File: config.mk
export PLATFORM = sky130hd
export DESIGN_NAME = motor_option_register_bank
export DESIGN_NICKNAME = d
export VERILOG_FILES = /design/src/rtl/motor_option_register_bank.v
export VERILOG_INCLUDE_DIRS = /design/src /design/src/rtl
export SDC_FILE = /design/constraint.sdc
export NUM_CORES = 1
export LEC_CHECK = 0
export BUFFER_PORTS_ARGS = -buffer_cell sky130_fd_sc_hd__buf_2
export CAP_MARGIN = 0
export CORE_ASPECT_RATIO = 0.6
export CORE_MARGIN = 1.5
export CORE_UTILIZATION = 58
export CTS_BUF_LIST = sky130_fd_sc_hd__clkbuf_4 sky130_fd_sc_hd__clkbuf_8
export DETAILED_ROUTE_END_ITERATION = 6
export PLACE_DENSITY = 0.94
export SYNTH_ARGS = -nofsm -noshare
export SYNTH_HDL_FRONTEND = slang
export SYNTH_SLANG_ARGS = --single-unit
File: constraint.sdc
create_clock -name aclk -period 16.25 [get_ports aclk]
set_input_delay 2.4375 -clock aclk [delete_from_list [all_inputs] [get_ports aclk]]
set_output_delay 2.4375 -clock aclk [all_outputs]
set_load 0.02 [all_outputs]
File: src/rtl/motor_opt_consts.vh
// offsets, field positions and decode constants of the option register bank
// assumes inclusion by bare name from the bank module
`ifndef MOTOR_OPT_CONSTS_VH
`define MOTOR_OPT_CONSTS_VH
// printed offsets are register indices; byte address is four times the index
`define IDX_ALIGN        6'h26
`define IDX_FAULT        6'h27
`define IDX_CURLIM       6'h28
`define IDX_CLDT         6'h29
`define IDX_IPDREG       6'h2a
`define IDX_TACH         6'h2b
`define ADDR_W           8
`define RST_OPT          8'h00
`define RST_ALIGN        8'h00
`define ALIGN_MASK       8'h07
`define CURLIM_MASK      8'hfe
`define RESP_OKAY        2'b00
`define RESP_SLVERR      2'b10
// per-step units: 0.2 A = 200 mA, 0.4 A = 400 mA, 40 ns, 0.8 Hz = 8 dHz
`define ACCEL_STEP_MA    10'd200
`define LOCK_STEP_MA     10'd400
`define IPD_STEP_MA      10'd200
`define DEAD_STEP_NS     10'd40
`define CLK_PERIOD_NS    10'd50
`define SPD_STEP0_DHZ    12'd8
`define SPD_STEP1_DHZ    12'd128
`endif

File: src/rtl/motor_option_register_bank.v
// option register bank of a sensorless three-phase motor controller
// assumes an axi4-lite master on aclk; decoded settings drive the motor core
module motor_option_register_bank (
    input  wire        aclk,                        // 20 MHz clock
    input  wire        aresetn,                     // sync reset, active low
    input  wire [7:0]  s_axi_awaddr,                // write address
    input  wire        s_axi_awvalid,               // write address valid
    output wire        s_axi_awready,               // write address ready
    input  wire [31:0] s_axi_wdata,                 // write data
    input  wire [3:0]  s_axi_wstrb,                 // write strobes
    input  wire        s_axi_wvalid,                // write data valid
    output wire        s_axi_wready,                // write data ready
    output reg  [1:0]  s_axi_bresp,                 // write response
    output reg         s_axi_bvalid,                // write response valid
    input  wire        s_axi_bready,                // write response ready
    input  wire [7:0]  s_axi_araddr,                // read address
    input  wire        s_axi_arvalid,               // read address valid
    output wire        s_axi_arready,               // read address ready
    output reg  [31:0] s_axi_rdata,                 // read data
    output reg  [1:0]  s_axi_rresp,                 // read response
    output reg         s_axi_rvalid,                // read valid
    input  wire        s_axi_rready,                // read ready
    input  wire [4:0]  loop_handover_speed,         // handover code from previous bank
    output reg         no_motor_fault_enable,       // no motor fault detect on
    output reg         torque_fault_enable,         // abnormal torque constant detect on
    output reg         speed_fault_enable,          // abnormal speed detect on
    output reg         lock_limit_fault_enable,     // lock current limit detect on
    output reg         inductive_surge_guard_enable, // inductive anti-surge on
    output reg         mechanical_surge_guard_enable, // mechanical anti-surge on
    output reg         surge_clamp_to_24v,          // 1 clamp to 24 V, 0 to supply
    output reg         release_high_impedance,      // 1 hi-z, 0 brake on release
    output reg         accel_limit_active,          // acceleration limit applied
    output reg  [11:0] accel_current_limit_ma,      // acceleration limit, mA
    output reg  [11:0] lock_current_limit_ma,       // lock limit, mA
    output reg         closed_loop_stuck_enable,    // closed-loop stuck detect on
    output reg  [2:0]  closed_loop_accel,           // closed-loop accel code
    output reg  [9:0]  dead_time_ns,                // gate dead time, ns
    output reg  [4:0]  dead_time_cycles,            // dead time in aclk cycles, rounded up
    output reg         position_detect_bypass,      // align and go, no ipd
    output reg  [11:0] position_sense_threshold_ma, // ipd current threshold, mA
    output reg  [6:0]  position_sense_rate_hz,      // ipd pulse rate, Hz
    output reg         open_loop_stuck_enable,      // open-loop stuck detect on
    output reg         regulator_3v3,               // 1 3.3 V, 0 5 V
    output reg         tach_in_open_loop,           // tach pulses in open loop
    output reg         tach_first_open_loop_only,   // tach only in first open loop
    output reg  [1:0]  tach_pulses,                 // pulses per cycle group
    output reg  [1:0]  tach_cycles,                 // electrical cycles per group
    output reg  [1:0]  kt_high_x2,                  // upper bound, Kt*x/2: 3 or 4
    output reg  [1:0]  kt_low_x4,                   // lower bound, Kt*x/4: 3 or 2
    output reg         speed_input_pwm,             // 1 pwm, 0 analog
    output reg         closed_loop_allowed,         // handover to closed loop permitted
    output reg  [11:0] handover_speed_dhz,          // handover speed, 0.1 Hz units
    output reg  [9:0]  alignment_time_cs,           // align time, 0.01 s units
    output reg  [2:0]  alignment_duration           // align code
);
`include "motor_opt_consts.vh"

    reg  [7:0] align_q, fault_q, curlim_q, cldt_q, ipdreg_q, tach_q;
    reg        aw_held_q, w_held_q;
    reg  [7:0] awaddr_q;
    reg  [7:0] wdata_q;
    reg        wstb_q;

    // word index from byte address; misaligned addresses are unmapped
    function [6:0] reg_index;
        input [7:0] a;
        begin
            reg_index = (a[1:0] == 2'b00) ? {1'b0, a[7:2]} : 7'h7f;
        end
    endfunction

    // read mux, shared between read path and hit check
    function [8:0] read_reg;
        input [6:0] idx;
        input [7:0] r0, r1, r2, r3, r4, r5;
        begin
            case (idx)
                {1'b0, `IDX_ALIGN}:  read_reg = {1'b1, r0};
                {1'b0, `IDX_FAULT}:  read_reg = {1'b1, r1};
                {1'b0, `IDX_CURLIM}: read_reg = {1'b1, r2};
                {1'b0, `IDX_CLDT}:   read_reg = {1'b1, r3};
                {1'b0, `IDX_IPDREG}: read_reg = {1'b1, r4};
                {1'b0, `IDX_TACH}:   read_reg = {1'b1, r5};
                default:             read_reg = 9'h000;
            endcase
        end
    endfunction

    // address and data are each accepted once, in either order
    assign s_axi_awready = !aw_held_q && !s_axi_bvalid;
    assign s_axi_wready  = !w_held_q && !s_axi_bvalid;
    assign s_axi_arready = !s_axi_rvalid;

    wire       aw_now  = aw_held_q || (s_axi_awvalid && s_axi_awready);
    wire       w_now   = w_held_q || (s_axi_wvalid && s_axi_wready);
    wire [7:0] wa      = aw_held_q ? awaddr_q : s_axi_awaddr;
    wire [7:0] wd      = w_held_q ? wdata_q : s_axi_wdata[7:0];
    wire       wst     = w_held_q ? wstb_q : s_axi_wstrb[0];
    wire       do_wr   = aw_now && w_now;
    wire [6:0] widx    = reg_index(wa);
    wire [8:0] wsel    = read_reg(widx, align_q, fault_q, curlim_q, cldt_q, ipdreg_q, tach_q);
    wire       whit    = wsel[8];

    // write channel capture and response; only lane 0 carries data
    always @(posedge aclk) begin
        if (!aresetn) begin
            aw_held_q    <= 1'b0;
            w_held_q     <= 1'b0;
            awaddr_q     <= 8'h00;
            wdata_q      <= 8'h00;
            wstb_q       <= 1'b0;
            s_axi_bvalid <= 1'b0;
            s_axi_bresp  <= `RESP_OKAY;
            align_q      <= `RST_ALIGN;
            fault_q      <= `RST_OPT;
            curlim_q     <= `RST_OPT;
            cldt_q       <= `RST_OPT;
            ipdreg_q     <= `RST_OPT;
            tach_q       <= `RST_OPT;
        end else begin
            if (s_axi_bvalid && s_axi_bready)
                s_axi_bvalid <= 1'b0;
            if (do_wr) begin
                aw_held_q    <= 1'b0;
                w_held_q     <= 1'b0;
                s_axi_bvalid <= 1'b1;
                s_axi_bresp  <= whit ? `RESP_OKAY : `RESP_SLVERR;
                if (whit && wst) begin
                    case (widx)
                        {1'b0, `IDX_ALIGN}:  align_q  <= wd & `ALIGN_MASK;
                        {1'b0, `IDX_FAULT}:  fault_q  <= wd;
                        {1'b0, `IDX_CURLIM}: curlim_q <= wd & `CURLIM_MASK; // unused bit reads zero
                        {1'b0, `IDX_CLDT}:   cldt_q   <= wd;
                        {1'b0, `IDX_IPDREG}: ipdreg_q <= wd;
                        {1'b0, `IDX_TACH}:   tach_q   <= wd;
                        default:             align_q  <= align_q;
                    endcase
                end
            end else begin
                if (s_axi_awvalid && s_axi_awready) begin
                    aw_held_q <= 1'b1;
                    awaddr_q  <= s_axi_awaddr;
                end
                if (s_axi_wvalid && s_axi_wready) begin
                    w_held_q <= 1'b1;
                    wdata_q  <= s_axi_wdata[7:0];
                    wstb_q   <= s_axi_wstrb[0];
                end
            end
        end
    end

    wire [8:0] rsel = read_reg(reg_index(s_axi_araddr), align_q, fault_q, curlim_q, cldt_q, ipdreg_q, tach_q);

    // read channel; answer one cycle after the address is taken
    always @(posedge aclk) begin
        if (!aresetn) begin
            s_axi_rvalid <= 1'b0;
            s_axi_rdata  <= 32'h0000_0000;
            s_axi_rresp  <= `RESP_OKAY;
        end else if (s_axi_arvalid && s_axi_arready) begin
            s_axi_rvalid <= 1'b1;
            s_axi_rdata  <= {24'h000000, rsel[7:0]}; // upper bits zero
            s_axi_rresp  <= rsel[8] ? `RESP_OKAY : `RESP_SLVERR;
        end else if (s_axi_rvalid && s_axi_rready) begin
            s_axi_rvalid <= 1'b0;
        end
    end

    // align time table in centiseconds
    function [9:0] align_cs;
        input [2:0] c;
        begin
            case (c)
                3'd0:    align_cs = 10'd530;
                3'd1:    align_cs = 10'd270;
                3'd2:    align_cs = 10'd130;
                3'd3:    align_cs = 10'd67;
                3'd4:    align_cs = 10'd33;
                3'd5:    align_cs = 10'd16;
                3'd6:    align_cs = 10'd8;
                default: align_cs = 10'd4;
            endcase
        end
    endfunction

    // decode arithmetic at full width; largest products 3000 and 3200 mA need 12 bits
    wire [11:0] accel_ma = {8'h00, curlim_q[7:4]} * {2'b00, `ACCEL_STEP_MA};
    wire [11:0] lock_ma  = ({9'h000, curlim_q[3:1]} + 12'd1) * {2'b00, `LOCK_STEP_MA};
    wire [9:0]  dead_ns  = ({6'h00, cldt_q[3:0]} + 10'd1) * `DEAD_STEP_NS;
    wire [9:0]  dead_cyc = (dead_ns + `CLK_PERIOD_NS - 10'd1) / `CLK_PERIOD_NS;
    wire [11:0] ipd_ma   = ({8'h00, ipdreg_q[7:4]} + 12'd1) * {2'b00, `IPD_STEP_MA};
    wire [11:0] spd_lo   = {8'h00, loop_handover_speed[3:0]} * `SPD_STEP0_DHZ;
    wire [11:0] spd_hi   = ({8'h00, loop_handover_speed[3:0]} + 12'd1) * `SPD_STEP1_DHZ;

    // registered decode so the motor core sees glitch-free settings
    always @(posedge aclk) begin
        if (!aresetn) begin
            no_motor_fault_enable         <= 1'b0;
            torque_fault_enable           <= 1'b0;
            speed_fault_enable            <= 1'b0;
            lock_limit_fault_enable       <= 1'b0;
            inductive_surge_guard_enable  <= 1'b0;
            mechanical_surge_guard_enable <= 1'b0;
            surge_clamp_to_24v            <= 1'b0;
            release_high_impedance        <= 1'b0;
            accel_limit_active            <= 1'b0;
            accel_current_limit_ma        <= 12'h000;
            lock_current_limit_ma         <= 12'h000;
            closed_loop_stuck_enable      <= 1'b0;
            closed_loop_accel             <= 3'h0;
            dead_time_ns                  <= 10'h000;
            dead_time_cycles              <= 5'h00;
            position_detect_bypass        <= 1'b0;
            position_sense_threshold_ma   <= 12'h000;
            position_sense_rate_hz        <= 7'h00;
            open_loop_stuck_enable        <= 1'b0;
            regulator_3v3                 <= 1'b0;
            tach_in_open_loop             <= 1'b0;
            tach_first_open_loop_only     <= 1'b0;
            tach_pulses                   <= 2'h0;
            tach_cycles                   <= 2'h0;
            kt_high_x2                    <= 2'h0;
            kt_low_x4                     <= 2'h0;
            speed_input_pwm               <= 1'b0;
            closed_loop_allowed           <= 1'b0;
            handover_speed_dhz            <= 12'h000;
            alignment_time_cs             <= 10'h000;
            alignment_duration            <= 3'h0;
        end else begin
            no_motor_fault_enable         <= fault_q[7];
            torque_fault_enable           <= fault_q[6];
            speed_fault_enable            <= fault_q[5];
            lock_limit_fault_enable       <= fault_q[4];
            inductive_surge_guard_enable  <= fault_q[3];
            mechanical_surge_guard_enable <= fault_q[2];
            surge_clamp_to_24v            <= fault_q[1];
            release_high_impedance        <= fault_q[0];
            accel_limit_active            <= curlim_q[7:4] != 4'h0;
            accel_current_limit_ma        <= accel_ma;
            lock_current_limit_ma         <= lock_ma;
            closed_loop_stuck_enable      <= cldt_q[7];
            closed_loop_accel             <= cldt_q[6:4];
            dead_time_ns                  <= dead_ns;
            dead_time_cycles              <= dead_cyc[4:0]; // at most 13
            position_detect_bypass        <= ipdreg_q[7:4] == 4'h0;
            position_sense_threshold_ma   <= (ipdreg_q[7:4] == 4'h0) ? 12'h000 : ipd_ma;
            case (ipdreg_q[1:0])
                2'd0:    position_sense_rate_hz <= 7'd12;
                2'd1:    position_sense_rate_hz <= 7'd24;
                2'd2:    position_sense_rate_hz <= 7'd47;
                default: position_sense_rate_hz <= 7'd95;
            endcase
            open_loop_stuck_enable        <= ipdreg_q[3];
            regulator_3v3                 <= ipdreg_q[2];
            // reserved code 11 treated as closed loop only, the safest reading
            tach_in_open_loop             <= tach_q[7:6] == 2'b00 || tach_q[7:6] == 2'b10;
            tach_first_open_loop_only     <= tach_q[7:6] == 2'b10;
            case (tach_q[5:4])
                2'd0:    begin tach_pulses <= 2'd1; tach_cycles <= 2'd1; end
                2'd1:    begin tach_pulses <= 2'd2; tach_cycles <= 2'd3; end
                2'd2:    begin tach_pulses <= 2'd1; tach_cycles <= 2'd2; end
                default: begin tach_pulses <= 2'd1; tach_cycles <= 2'd3; end
            endcase
            kt_high_x2                    <= tach_q[2] ? 2'd0 : 2'd3; // 0 stands for 2Kt
            kt_low_x4                     <= tach_q[3] ? 2'd2 : 2'd3;
            speed_input_pwm               <= tach_q[1];
            closed_loop_allowed           <= !tach_q[0];
            handover_speed_dhz            <= loop_handover_speed[4] ? spd_hi : spd_lo;
            alignment_time_cs             <= align_cs(align_q[2:0]);
            alignment_duration            <= align_q[2:0];
        end
    end

endmodule // motor_option_register_bank
==> results of run 1 <==
-- layout make-up --
class | count | area, µm² | area share [%]
Inverter | 38 | 142.6 | 1.624
Multi-Input combinational cell | 576 | 3994 | 45.48
Tap cell | 170 | 212.7 | 2.422
Sequential cell | 165 | 3303 | 37.61
Clock inverter | 15 | 142.6 | 1.624
Clock buffer | 17 | 234.0 | 2.664
Timing Repair Buffer | 149 | 753.2 | 8.577
-- Yosys cell counts, types with 3 or more instances --
| cell type | n | area share [%] |
|---|---|---|
| a211oi_1 | 9 | 0.87 |
| and3_1 | 13 | 1.0 |
| o211ai_1 | 4 | 0.39 |
| nand3b_1 | 3 | 0.29 |
| dfxtp_1 | 165 | 43 |
| nand2b_1 | 3 | 0.24 |
| nor4_1 | 4 | 0.32 |
| a31oi_1 | 6 | 0.48 |
| nand3_1 | 9 | 0.58 |
| or2_2 | 5 | 0.40 |
| xnor2_1 | 19 | 2.1 |
| a221oi_1 | 3 | 0.34 |
| nor2b_1 | 8 | 0.65 |
| clkbuf_1 | 28 | 1.4 |
| o211a_1 | 10 | 1.3 |
| nand2_1 | 29 | 1.4 |
| fa_1 | 4 | 1.0 |
| nor2_1 | 120 | 5.8 |
| a21oi_1 | 19 | 1.2 |
| a21boi_0 | 3 | 0.29 |
| mux2_2 | 11 | 1.6 |
| o22ai_1 | 4 | 0.32 |
| xor2_1 | 11 | 1.2 |
| and2_1 | 33 | 2.7 |
| o21ai_0 | 15 | 0.97 |
| a22oi_1 | 9 | 0.87 |
| ha_1 | 47 | 7.6 |
| mux2i_1 | 57 | 7.4 |
| buf_4 | 45 | 4.4 |
| or3_1 | 10 | 0.81 |
| inv_1 | 36 | 1.7 |
| o221ai_1 | 4 | 0.45 |
| a221o_1 | 6 | 0.77 |
| nor3_1 | 12 | 0.77 |
-- state kept, by name, indices dropped and copies added (netlist names), 8 cells and up --
name                         count
position_sense_threshold_ma      9
tach_q                           8
s_axi_rdata                      8
fault_q                          8
handover_speed_dhz               9
accel_current_limit_ma           9
awaddr_q                         8
cldt_q                           8
lock_current_limit_ma            8
ipdreg_q                         8
wdata_q                          8
alignment_time_cs               10
-- through the flow --
stage,hold slack (ns),power (mW),std cells
6_report,0.4539,0.7664,1130
5_1_grt,0.4724,0.7893,1130
4_1_cts,0.4546,0.7660,1130
3_5_place_dp,0.4442,0.4857,1098
3_3_place_gp,0.4320,0.4842,1098
2_1_floorplan,0.4119,0.4737,856
-- power by group through the flow --
stage | clock network [mW] | logic [mW] | registers [mW]
4_1_cts | 0.289 | 0.0608 | 0.416
5_1_grt | 0.306 | 0.0659 | 0.417
6_report | 0.289 | 0.0618 | 0.416
3_3_place_gp | 0 | 0.0592 | 0.425
2_1_floorplan | 0 | 0.0439 | 0.430
3_5_place_dp | 0 | 0.0603 | 0.425
-- logic make-up after synthesis --
group           after synthesis  synth area share [%]
xor+xnor                     31                 3.695
other cells                   1               0.04836
compound gates              120                 11.65
fa+ha+maj                    51                 8.616
buf+inv                     115                 7.938
flops                       165                 42.59
mux                          68                 8.955
simple gates                263                 16.51
-- metal layers --
metal | global-route usage [%] | up-vias
met4 | 9.223 | 0
met5 | 0 | -
met3 | 5.943 | 45
met1 | 37.19 | 2958
met2 | 41.55 | 304
li1 | - | 2996
-- cells in the final DEF (no fill, tap or decap), drive strengths merged, types with 3 or more instances in the layout --
cell type	instances
a31oi	6
inv	44
a21oi	19
or3	10
a21boi	3
o22ai	4
dfxtp	165
nor2b	8
nand2b	3
conb	43
ha	47
a22oi	9
nand3b	3
or2	6
xnor2	19
o221ai	4
o211a	10
xor2	11
nor4	4
buf	149
nand2	29
nor2	121
a221o	6
o211ai	5
a221oi	4
mux2i	57
mux2	11
o21ai	17
fa	4
nor3	12
nand3	9
clkbuf	17
a211oi	11
clkinv	7
and3	13
and2	33
-- worst min path at each step --
stage | endpoint | depth (start not counted) | slack, ns
4_1_cts | kt_low_x4[0] | 1 | 0.45
3_5_place_dp | kt_low_x4[0] | 1 | 0.44
3_3_place_gp | closed_loop_allowed | 1 | 0.43
6_report | kt_low_x4[0] | 1 | 0.45
5_1_grt | kt_low_x4[0] | 1 | 0.47
2_1_floorplan | closed_loop_allowed | 1 | 0.41
==> metrics, run 1 <==
run status complete, no violations; CP max-delay cell a2111oi_0; WL met3 around 1.5 mm; area delta synth->final 13.25%; CTS tree built; Setup crit end dead_time_cycles[0]; CTS Buffer Depth 2; CTS Root Cell clkbuf_8; Crit path largest cell delay 0.81 ns; routed wl met2 between 8 and 9 mm; pwr/cell area 87.27 mW/mm²; area of the die roughly 0.014 mm²; Post-Syn Instances 814; Most common cell on crit path ha_1; worst slew pin tran approximately 1.0 ns; Final Setup Violations 0; initial antenna violation count 0; post-route worst setup slack slightly above 9 ns; WL/cell between 15 and 20 µm; CTS clk-pin slew, worst paths 0.09 ns; Post-synth top flop dfxtp_1; CP endpoint kind flip-flop; FP Rows 32; Comb power frac 8.1%; design area just under 0.009 mm²; Netlist cell types 71; post-route ant nets 0; routability cong. around 0.92; hold wc startpoint tach_q[3]; Critical Path RT around 17 ns; CP top delay family compound AO/OA/AOI/OAI gates; Startpoint Class flip-flop; cts repair resizes 0; Tmin final between 6 and 7 ns; largest net degree at the start of global routing between 70 and 80; clock share of power between 30% and 40%; number of flops mapped to enable cells by yosys 0; Die Ht between 90 and 100 µm; WS Path Type reg2reg; CP Depth 18; Pint 0.5552 mW; Area after DPL between 0.008 and 0.009 mm²; post-synthesis register bit count between 150 and 200; first-pass GRT wire length approximately 30 mm; pre-CTS setup slack approximately 9.5 ns; Layout fillers between 900 and 1k; VDD IR max about 0.000064 V; Max Slew Vio Count 0; Worst EP arrival around 7.3 ns; sequential power share a little over half; max cap viols 0; I/O Buffers between 100 and 150; Ys Warns 0; syn_area_per_cell roughly 9.5 µm²; FFs w/ async S/R, synth 0%; crit share post-route between 40% and 50%; Worst R2R Setup Slack approximately 9.3 ns; RSZ-0062 raised after global routing false; Switching Fraction 27.56%; worst-path cell chain inv_1, ha_1, ha_1, ha_1, inv_1, fa_1, nor3b_1, xnor2_1, a2111oi_0, nor2_1, o211ai_1, o211ai_1, o21ai_0, a22oi_1, ha_1, or4b_1, o311ai_1, a221o_1; sw power roughly 0.21 mW; die width 152.3 µm; Top Layer Used met4; Total Nets Final 1062; R2R cell count 18; Max Freq 144.2 MHz; # DRC 0; Via Count 6303; final hold vios 0; post-detail-place hpwl between 10 and 15 mm; drt pass-1 iters 5; mapped cell area 0.007755 mm²; Tot GR Track Use between 20% and 30%; CP Launch Point cldt_q[0]; Critical R2R Launch cldt_q[0]; Setup Skew around 0.012 ns; layout cell share with drive strength beyond 1 21.56%; Num CTS Buffers 17; Setup TNS 0 ns; hold buffer count at CTS 0; I/O Pins between 200 and 250; worst hold-check path type reg2reg; critical path peak fanout 18; vias in the first global route 5932; initial core utilization 59.97%; DRT Wirelength roughly 19 mm; r2r endpoint dead_time_cycles[0]; setup bufs post-CTS 0; sequential area share after synthesis between 40% and 50%; Core Box Area ~0.013 mm²; clk sinks about 170; Lkg Pwr between 4 and 5 nW; Worst Path Buf+Inv 2; fin util between 60% and 70%; drt via density around 5.6; DRT iter0 DRCs 601; max_slew headroom between 30% and 40%; wire length on met1 8.875 mm; clk_lat worst skew around 0.44 ns; grt ovf 0; number of diodes 0; H-tree levels 4
Note: power is estimated with default switching activity, not from simulation.
==> inputs of run 2 (changes only) <==
--- a/config.mk
+++ b/config.mk
@@ -10,10 +10,10 @@
 export CAP_MARGIN = 0
 export CORE_ASPECT_RATIO = 0.6
 export CORE_MARGIN = 1.5
-export CORE_UTILIZATION = 58
+export CORE_UTILIZATION = 54
 export CTS_BUF_LIST = sky130_fd_sc_hd__clkbuf_4 sky130_fd_sc_hd__clkbuf_8
 export DETAILED_ROUTE_END_ITERATION = 6
-export PLACE_DENSITY = 0.94
+export PLACE_DENSITY = 0.89
 export SYNTH_ARGS = -nofsm -noshare
 export SYNTH_HDL_FRONTEND = slang
 export SYNTH_SLANG_ARGS = --single-unit
==> constraint.sdc (replaced) <==
create_clock -name aclk -period 6.4 [get_ports aclk]
set_input_delay 0.96 -clock aclk [delete_from_list [all_inputs] [get_ports aclk]]
set_output_delay 0.96 -clock aclk [all_outputs]
set_load 0.02 [all_outputs]
==> run 2 against run 1 <==
- design area rose by 1.3%
- critical path depth rose by 1
- non-clock buffer count rose by 7
- wire length fell by 3.3%
- cell count rose by 2.6%
- clock power rose to 2.7 times the previous value
- register-to-register slack got worse by 8.8 ns
- clock skew rose by 0.0016 ns
- core utilization fell by 3.6 points
- hold slack improved by 0.016 ns
- combinational power rose to 2.5 times the previous value
- total power rose to 2.6 times the previous value
- critical path type unchanged
==> metrics, run 2 (synthesized netlist as in run 1, its figures left out) <==
run status complete, no violations; largest net degree at the start of global routing between 60 and 70; r2r endpoint dead_time_cycles[0]; Top reg by flops alignment_time_cs; Comb power frac under 10%; area of the multi-input gates roughly 0.004 mm²; initial antenna violation count 0; area delta synth->final 14.70%; design area around 0.009 mm²; critical path peak fanout 14; sequential power share around 53%; Max Slew Vio Count 0; Die Ht roughly 96 µm; DRT iter0 DRCs slightly below 800; first-pass GRT wire length ~28 mm; Tmin final a little under 6 ns; Core Box Area 0.01383 mm²; final hold vios 0; fin util 64.31%; clock share of power between 30 and 40%; layout cell share with drive strength beyond 1 roughly 22%; leading cell types in the layout, fill and taps excluded dfxtp_1, buf_2, nor2_1, mux2i_1, ha_1; hold endpoint kt_high_x2[0]; DRT Wirelength between 15 and 20 mm; WS Path Type reg2reg; Critical R2R Launch cldt_q[0]; CTS clk-pin slew, worst paths about 0.090 ns; grt ovf 0; CTS Buffer Depth 2; pre-CTS setup slack about 0.68 ns; CTS Root Cell clkbuf_8; hold buffer count at CTS 0; Register Area between 0.003 and 0.004 mm²; CTS tree built; WL/cell about 16 µm; clk sinks 165; CP endpoint kind flip-flop; R2R cell count 19; die width 157.7 µm; Via Count ~6.2k; clk_lat worst skew 0.45 ns; max reg flops 10; Startpoint Class flip-flop; Switching Fraction approximately a quarter; Layout fillers between 1k and 1.5k; Setup TNS 0 ns; Pint between 1 and 1.5 mW; sw power 0.5135 mW; Setup Skew ~0.013 ns; worst hold-check path type reg2reg; Final Setup Violations 0; FP Rows 33; crit share post-route about 90%; max_slew headroom 32.90%; Tot GR Track Use approximately a quarter; post-route worst setup slack between 0.5 and 0.6 ns; vias in the first global route ~5.5k; setup bufs post-CTS 0; area of the die ~0.015 mm²; RSZ-0062 raised after global routing false; max cap viols 0; drt via density around 5.4; I/O Buffers between 100 and 150; Max Freq approximately 170 MHz; drt pass-1 iters 7; Worst EP arrival approximately 6.2 ns; I/O Pins 216; # DRC 0; Hold Crit Depth 1; number of diodes 0; worst slew pin tran 1.004 ns; routability cong. 0.9193; Lkg Pwr about 4.5 nW; Num CTS Buffers 17; Total Nets Final around 1.1k; Worst R2R Setup Slack between 0.5 and 0.6 ns; initial core utilization a little under three fifths; VDD IR max between 0.0001 and 0.00015 V; Critical Path RT ~6.8 ns; post-detail-place hpwl ~13 mm; final hold slack 0.4699 ns; Area after DPL 0.008486 mm²; post-route ant nets 0; H-tree levels 4; commonest non-fill, non-tap cell in the layout dfxtp_1; pwr/cell area 222.9 mW/mm²; cts repair resizes 0; hold wc startpoint tach_q[2]
## run 2: changes by cell type in the layout (fill, tap and decap cells not counted), sizes merged
cell	before	now
clkbuf	17	20
bufinv	1	2
clkinvlp	1	3
inv	44	41
clkinv	7	4
buf	149	156
## run 2: worst max-delay path, cell delays in order, from the launching register on
cell	delay (ns)
dfxtp_1	0.64
inv_1	0.13
ha_1	0.33
ha_1	0.29
ha_1	0.16
inv_1	0.05
fa_1	0.63
inv_1	0.12
o2111a_1	0.16
or3_1	0.46
a221oi_1	0.45
o2bb2ai_1	0.21
a211o_1	0.36
and2_1	0.19
a21oi_1	0.30
a22oi_1	0.13
ha_1	0.33
or4b_1	0.53
o311ai_1	0.12
a221o_1	0.20
## run 2: worst max path at each step
stage | start | to | slack (ns)
floorplan | cldt_q[0] | dead_time_cycles[0] | 1.06
global placement | cldt_q[0] | dead_time_cycles[0] | 0.84
detailed placement | cldt_q[0] | dead_time_cycles[0] | 0.68
CTS | cldt_q[0] | dead_time_cycles[0] | 0.65
global route | cldt_q[0] | dead_time_cycles[0] | 0.22
finish | cldt_q[0] | dead_time_cycles[0] | 0.55
## run 2: power groups by stage
stage	combinational [mW]	sequential [mW]	clock, mW
final	0.156	1.06	0.770
after detailed placement	0.153	1.08	0
after global placement	0.151	1.08	0
after floorplan	0.111	1.09	0
after global routing	0.169	1.06	0.820
after CTS	0.154	1.06	0.777
## run 2: cell type report
type	count	area share (%)
flip-flops and latches	165	37.14
multi-input cells	576	44.90
clock buffers	20	3.024
inverters	38	1.604
repair buffers	156	9.059
clock inverters	12	1.575
well taps	192	2.701
## run 2: per-layer routing
layer  track usage (%)  part of all wire [%]  wire, µm  vias to the layer above
li1                  -                     -         -                     3004
met1             34.95                    48      8902                     2912
met2             36.33                    41      7596                      262
met3             6.123                   9.0      1661                       26
met4             6.447                   1.3       236                        0
met5                 0                     0         0                        -
## run 2: metrics by stage
step / instances / power [mW]
finish: 1159 / 1.983
floorplan: 856 / 1.203
CTS: 1159 / 1.988
global placement: 1127 / 1.230
detailed placement: 1127 / 1.234
global route: 1159 / 2.049
==> inputs of run 3 (changes only) <==
--- a/config.mk
+++ b/config.mk
@@ -10,10 +10,10 @@
 export CAP_MARGIN = 0
 export CORE_ASPECT_RATIO = 0.6
 export CORE_MARGIN = 1.5
-export CORE_UTILIZATION = 54
+export CORE_UTILIZATION = 58
 export CTS_BUF_LIST = sky130_fd_sc_hd__clkbuf_4 sky130_fd_sc_hd__clkbuf_8
 export DETAILED_ROUTE_END_ITERATION = 6
-export PLACE_DENSITY = 0.89
+export PLACE_DENSITY = 0.94
 export SYNTH_ARGS = -nofsm -noshare
 export SYNTH_HDL_FRONTEND = slang
 export SYNTH_SLANG_ARGS = --single-unit
==> constraint.sdc (replaced) <==
create_clock -name aclk -period 7.1 [get_ports aclk]
set_input_delay 1.065 -clock aclk [delete_from_list [all_inputs] [get_ports aclk]]
set_output_delay 1.065 -clock aclk [all_outputs]
set_load 0.02 [all_outputs]
==> run 3 against run 2 <==
- hold slack worse by 0.023 ns
- critical path type unchanged
- global-route usage rose by 3.1 points
- clock power decreased by 20%
- setup slack gained 0.055 ns
- non-clock buffer count shrank 6
- critical endpoint unchanged
==> metrics, run 3 (synthesized netlist as in run 1, its figures left out) <==
fin util approximately two thirds; hold buffer count at CTS 0; die width ~150 µm; Worst Path Buf+Inv 2; Worst EP arrival between 6 and 7 ns; Top reg by flops alignment_time_cs; critical path peak fanout 14; final total power 1.707 mW; RSZ-0062 raised after global routing false; Critical R2R Launch cldt_q[0]; worst slew pin tran between 1 and 1.5 ns; Total Nets Final roughly 1.1k; routability cong. 0.9383; placed insts approximately 1.1k; post-route ant nets 0; non-filler cells, final around 1.1k; CP max-delay cell a2111oi_0; cts repair resizes 0; CTS Root Cell clkbuf_8; first-pass GRT wire length slightly above 30 mm; CP endpoint kind flip-flop; max_slew headroom just under 30%; number of diodes 0; FP Rows 32; max cap viols 0; Tmin final 6.494 ns; setup bufs post-CTS 0; crit share post-route 91.47%; I/O Buffers ~150; Via Count around 6.4k; Lkg Pwr between 4 and 5 nW; final hold slack 0.4466 ns; H-tree levels 4; grt ovf 0; Startpoint Class flip-flop; Most common cell on crit path ha_1; Crit path largest cell delay 0.83 ns; max reg flops 10; leading cell types in the layout, fill and taps excluded dfxtp_1, buf_2, nor2_1, mux2i_1, ha_1; hold wc startpoint tach_q[3]; CTS clk-pin slew, worst paths 0.09 ns; CTS Buffer Depth 2; clk sinks between 150 and 200; drt via density roughly 5.6; CP top delay family compound AO/OA/AOI/OAI gates; GR peak layer met2; layout cell share with drive strength beyond 1 approximately 22%; Core Box Area about 0.013 mm²; WS Path Type reg2reg; Critical Path RT roughly 7.5 ns; worst hold-check path type reg2reg; drt pass-1 iters 6; Max Slew Vio Count 0; Tot GR Track Use 27.44%; # DRC 0; Setup Skew roughly 0.014 ns; area of the die around 0.014 mm²; DRT iter0 DRCs roughly 660; post-detail-place hpwl approximately 14 mm; DRT Wirelength 19.26 mm; clk_lat worst skew ~0.45 ns; GR Util met2 between 40% and 50%; GR Util met3 ~7.3%; I/O Pins between 200 and 250; grt met1 use between 30% and 40%; worst-path cell chain inv_1, ha_1, ha_1, ha_1, inv_1, fa_1, nor3b_1, xnor2_1, a2111oi_0, nor2_1, o211ai_1, o211ai_1, o21ai_0, a22oi_1, ha_1, or4b_1, o311ai_1, a221o_1; largest net degree at the start of global routing between 70 and 80; Max Freq approximately 150 MHz; Num CTS Buffers 17; final hold vios 0; VDD IR max 0.0001214 V; initial antenna violation count 0; Setup TNS 0 ns; pwr/cell area 194.7 mW/mm²; vias in the first global route roughly 6.1k; Layout fillers 1003; CP Launch Point cldt_q[0]; run status complete, no violations; Final Setup Violations 0; CTS tree built; area delta synth->final 13.00%; commonest non-fill, non-tap cell in the layout dfxtp_1; initial core utilization approximately 60%; Die Ht between 90 and 100 µm; WL/cell roughly 17 µm
run 3: cell types whose count changed in the layout (fill, tap and decap cells not counted):
cell,previous run,this run
clkinvlp_4,3,1
clkinv_2,1,5
clkbuf_8,19,18
clkinv_4,2,4
buf_4,10,4
clkbuf_4,1,0
bufinv_16,2,0
run 3: where the power goes:
part,switching (mW),internal [mW],total [mW]
Sequential,0.0108,0.941,0.952
Combinational,0.0980,0.0428,0.141
Clock,0.359,0.254,0.613
run 3: path summary, 6_finish.rpt:
path                              end  slack, ns  cells after the start
hold reg to reg          kt_low_x4[0]       0.45                      1
setup / recovery  dead_time_cycles[0]       0.61                     18
setup reg to reg  dead_time_cycles[0]       0.61                     18
hold / removal           kt_low_x4[0]       0.45                      1
run 3: metal layers:
layer | vias to the layer above | routed length, µm
li1 | 2989 | -
met1 | 2998 | 8583
met5 | - | 0
met3 | 36 | 1976
met4 | 0 | 251
met2 | 353 | 8446
run 3: final cells by class:
class / instances / area (µm²) / share of cell area (%)
clock inverters: 14 / 102.6 / 1.171
repair buffers: 150 / 760.7 / 8.681
flip-flops and latches: 165 / 3303 / 37.69
clock buffers: 18 / 247.7 / 2.827
multi-input cells: 576 / 3994 / 45.57
inverters: 38 / 142.6 / 1.628
well taps: 170 / 212.7 / 2.427
run 3: through the flow:
step | area [µm²] | setup slack [ns]
6_report | 8763 | 0.6058
5_1_grt | 8763 | 0.1385
4_1_cts | 8763 | 0.7546
3_5_place_dp | 8413 | 0.8219
3_3_place_gp | 8413 | 0.9868
2_1_floorplan | 7913 | 1.757
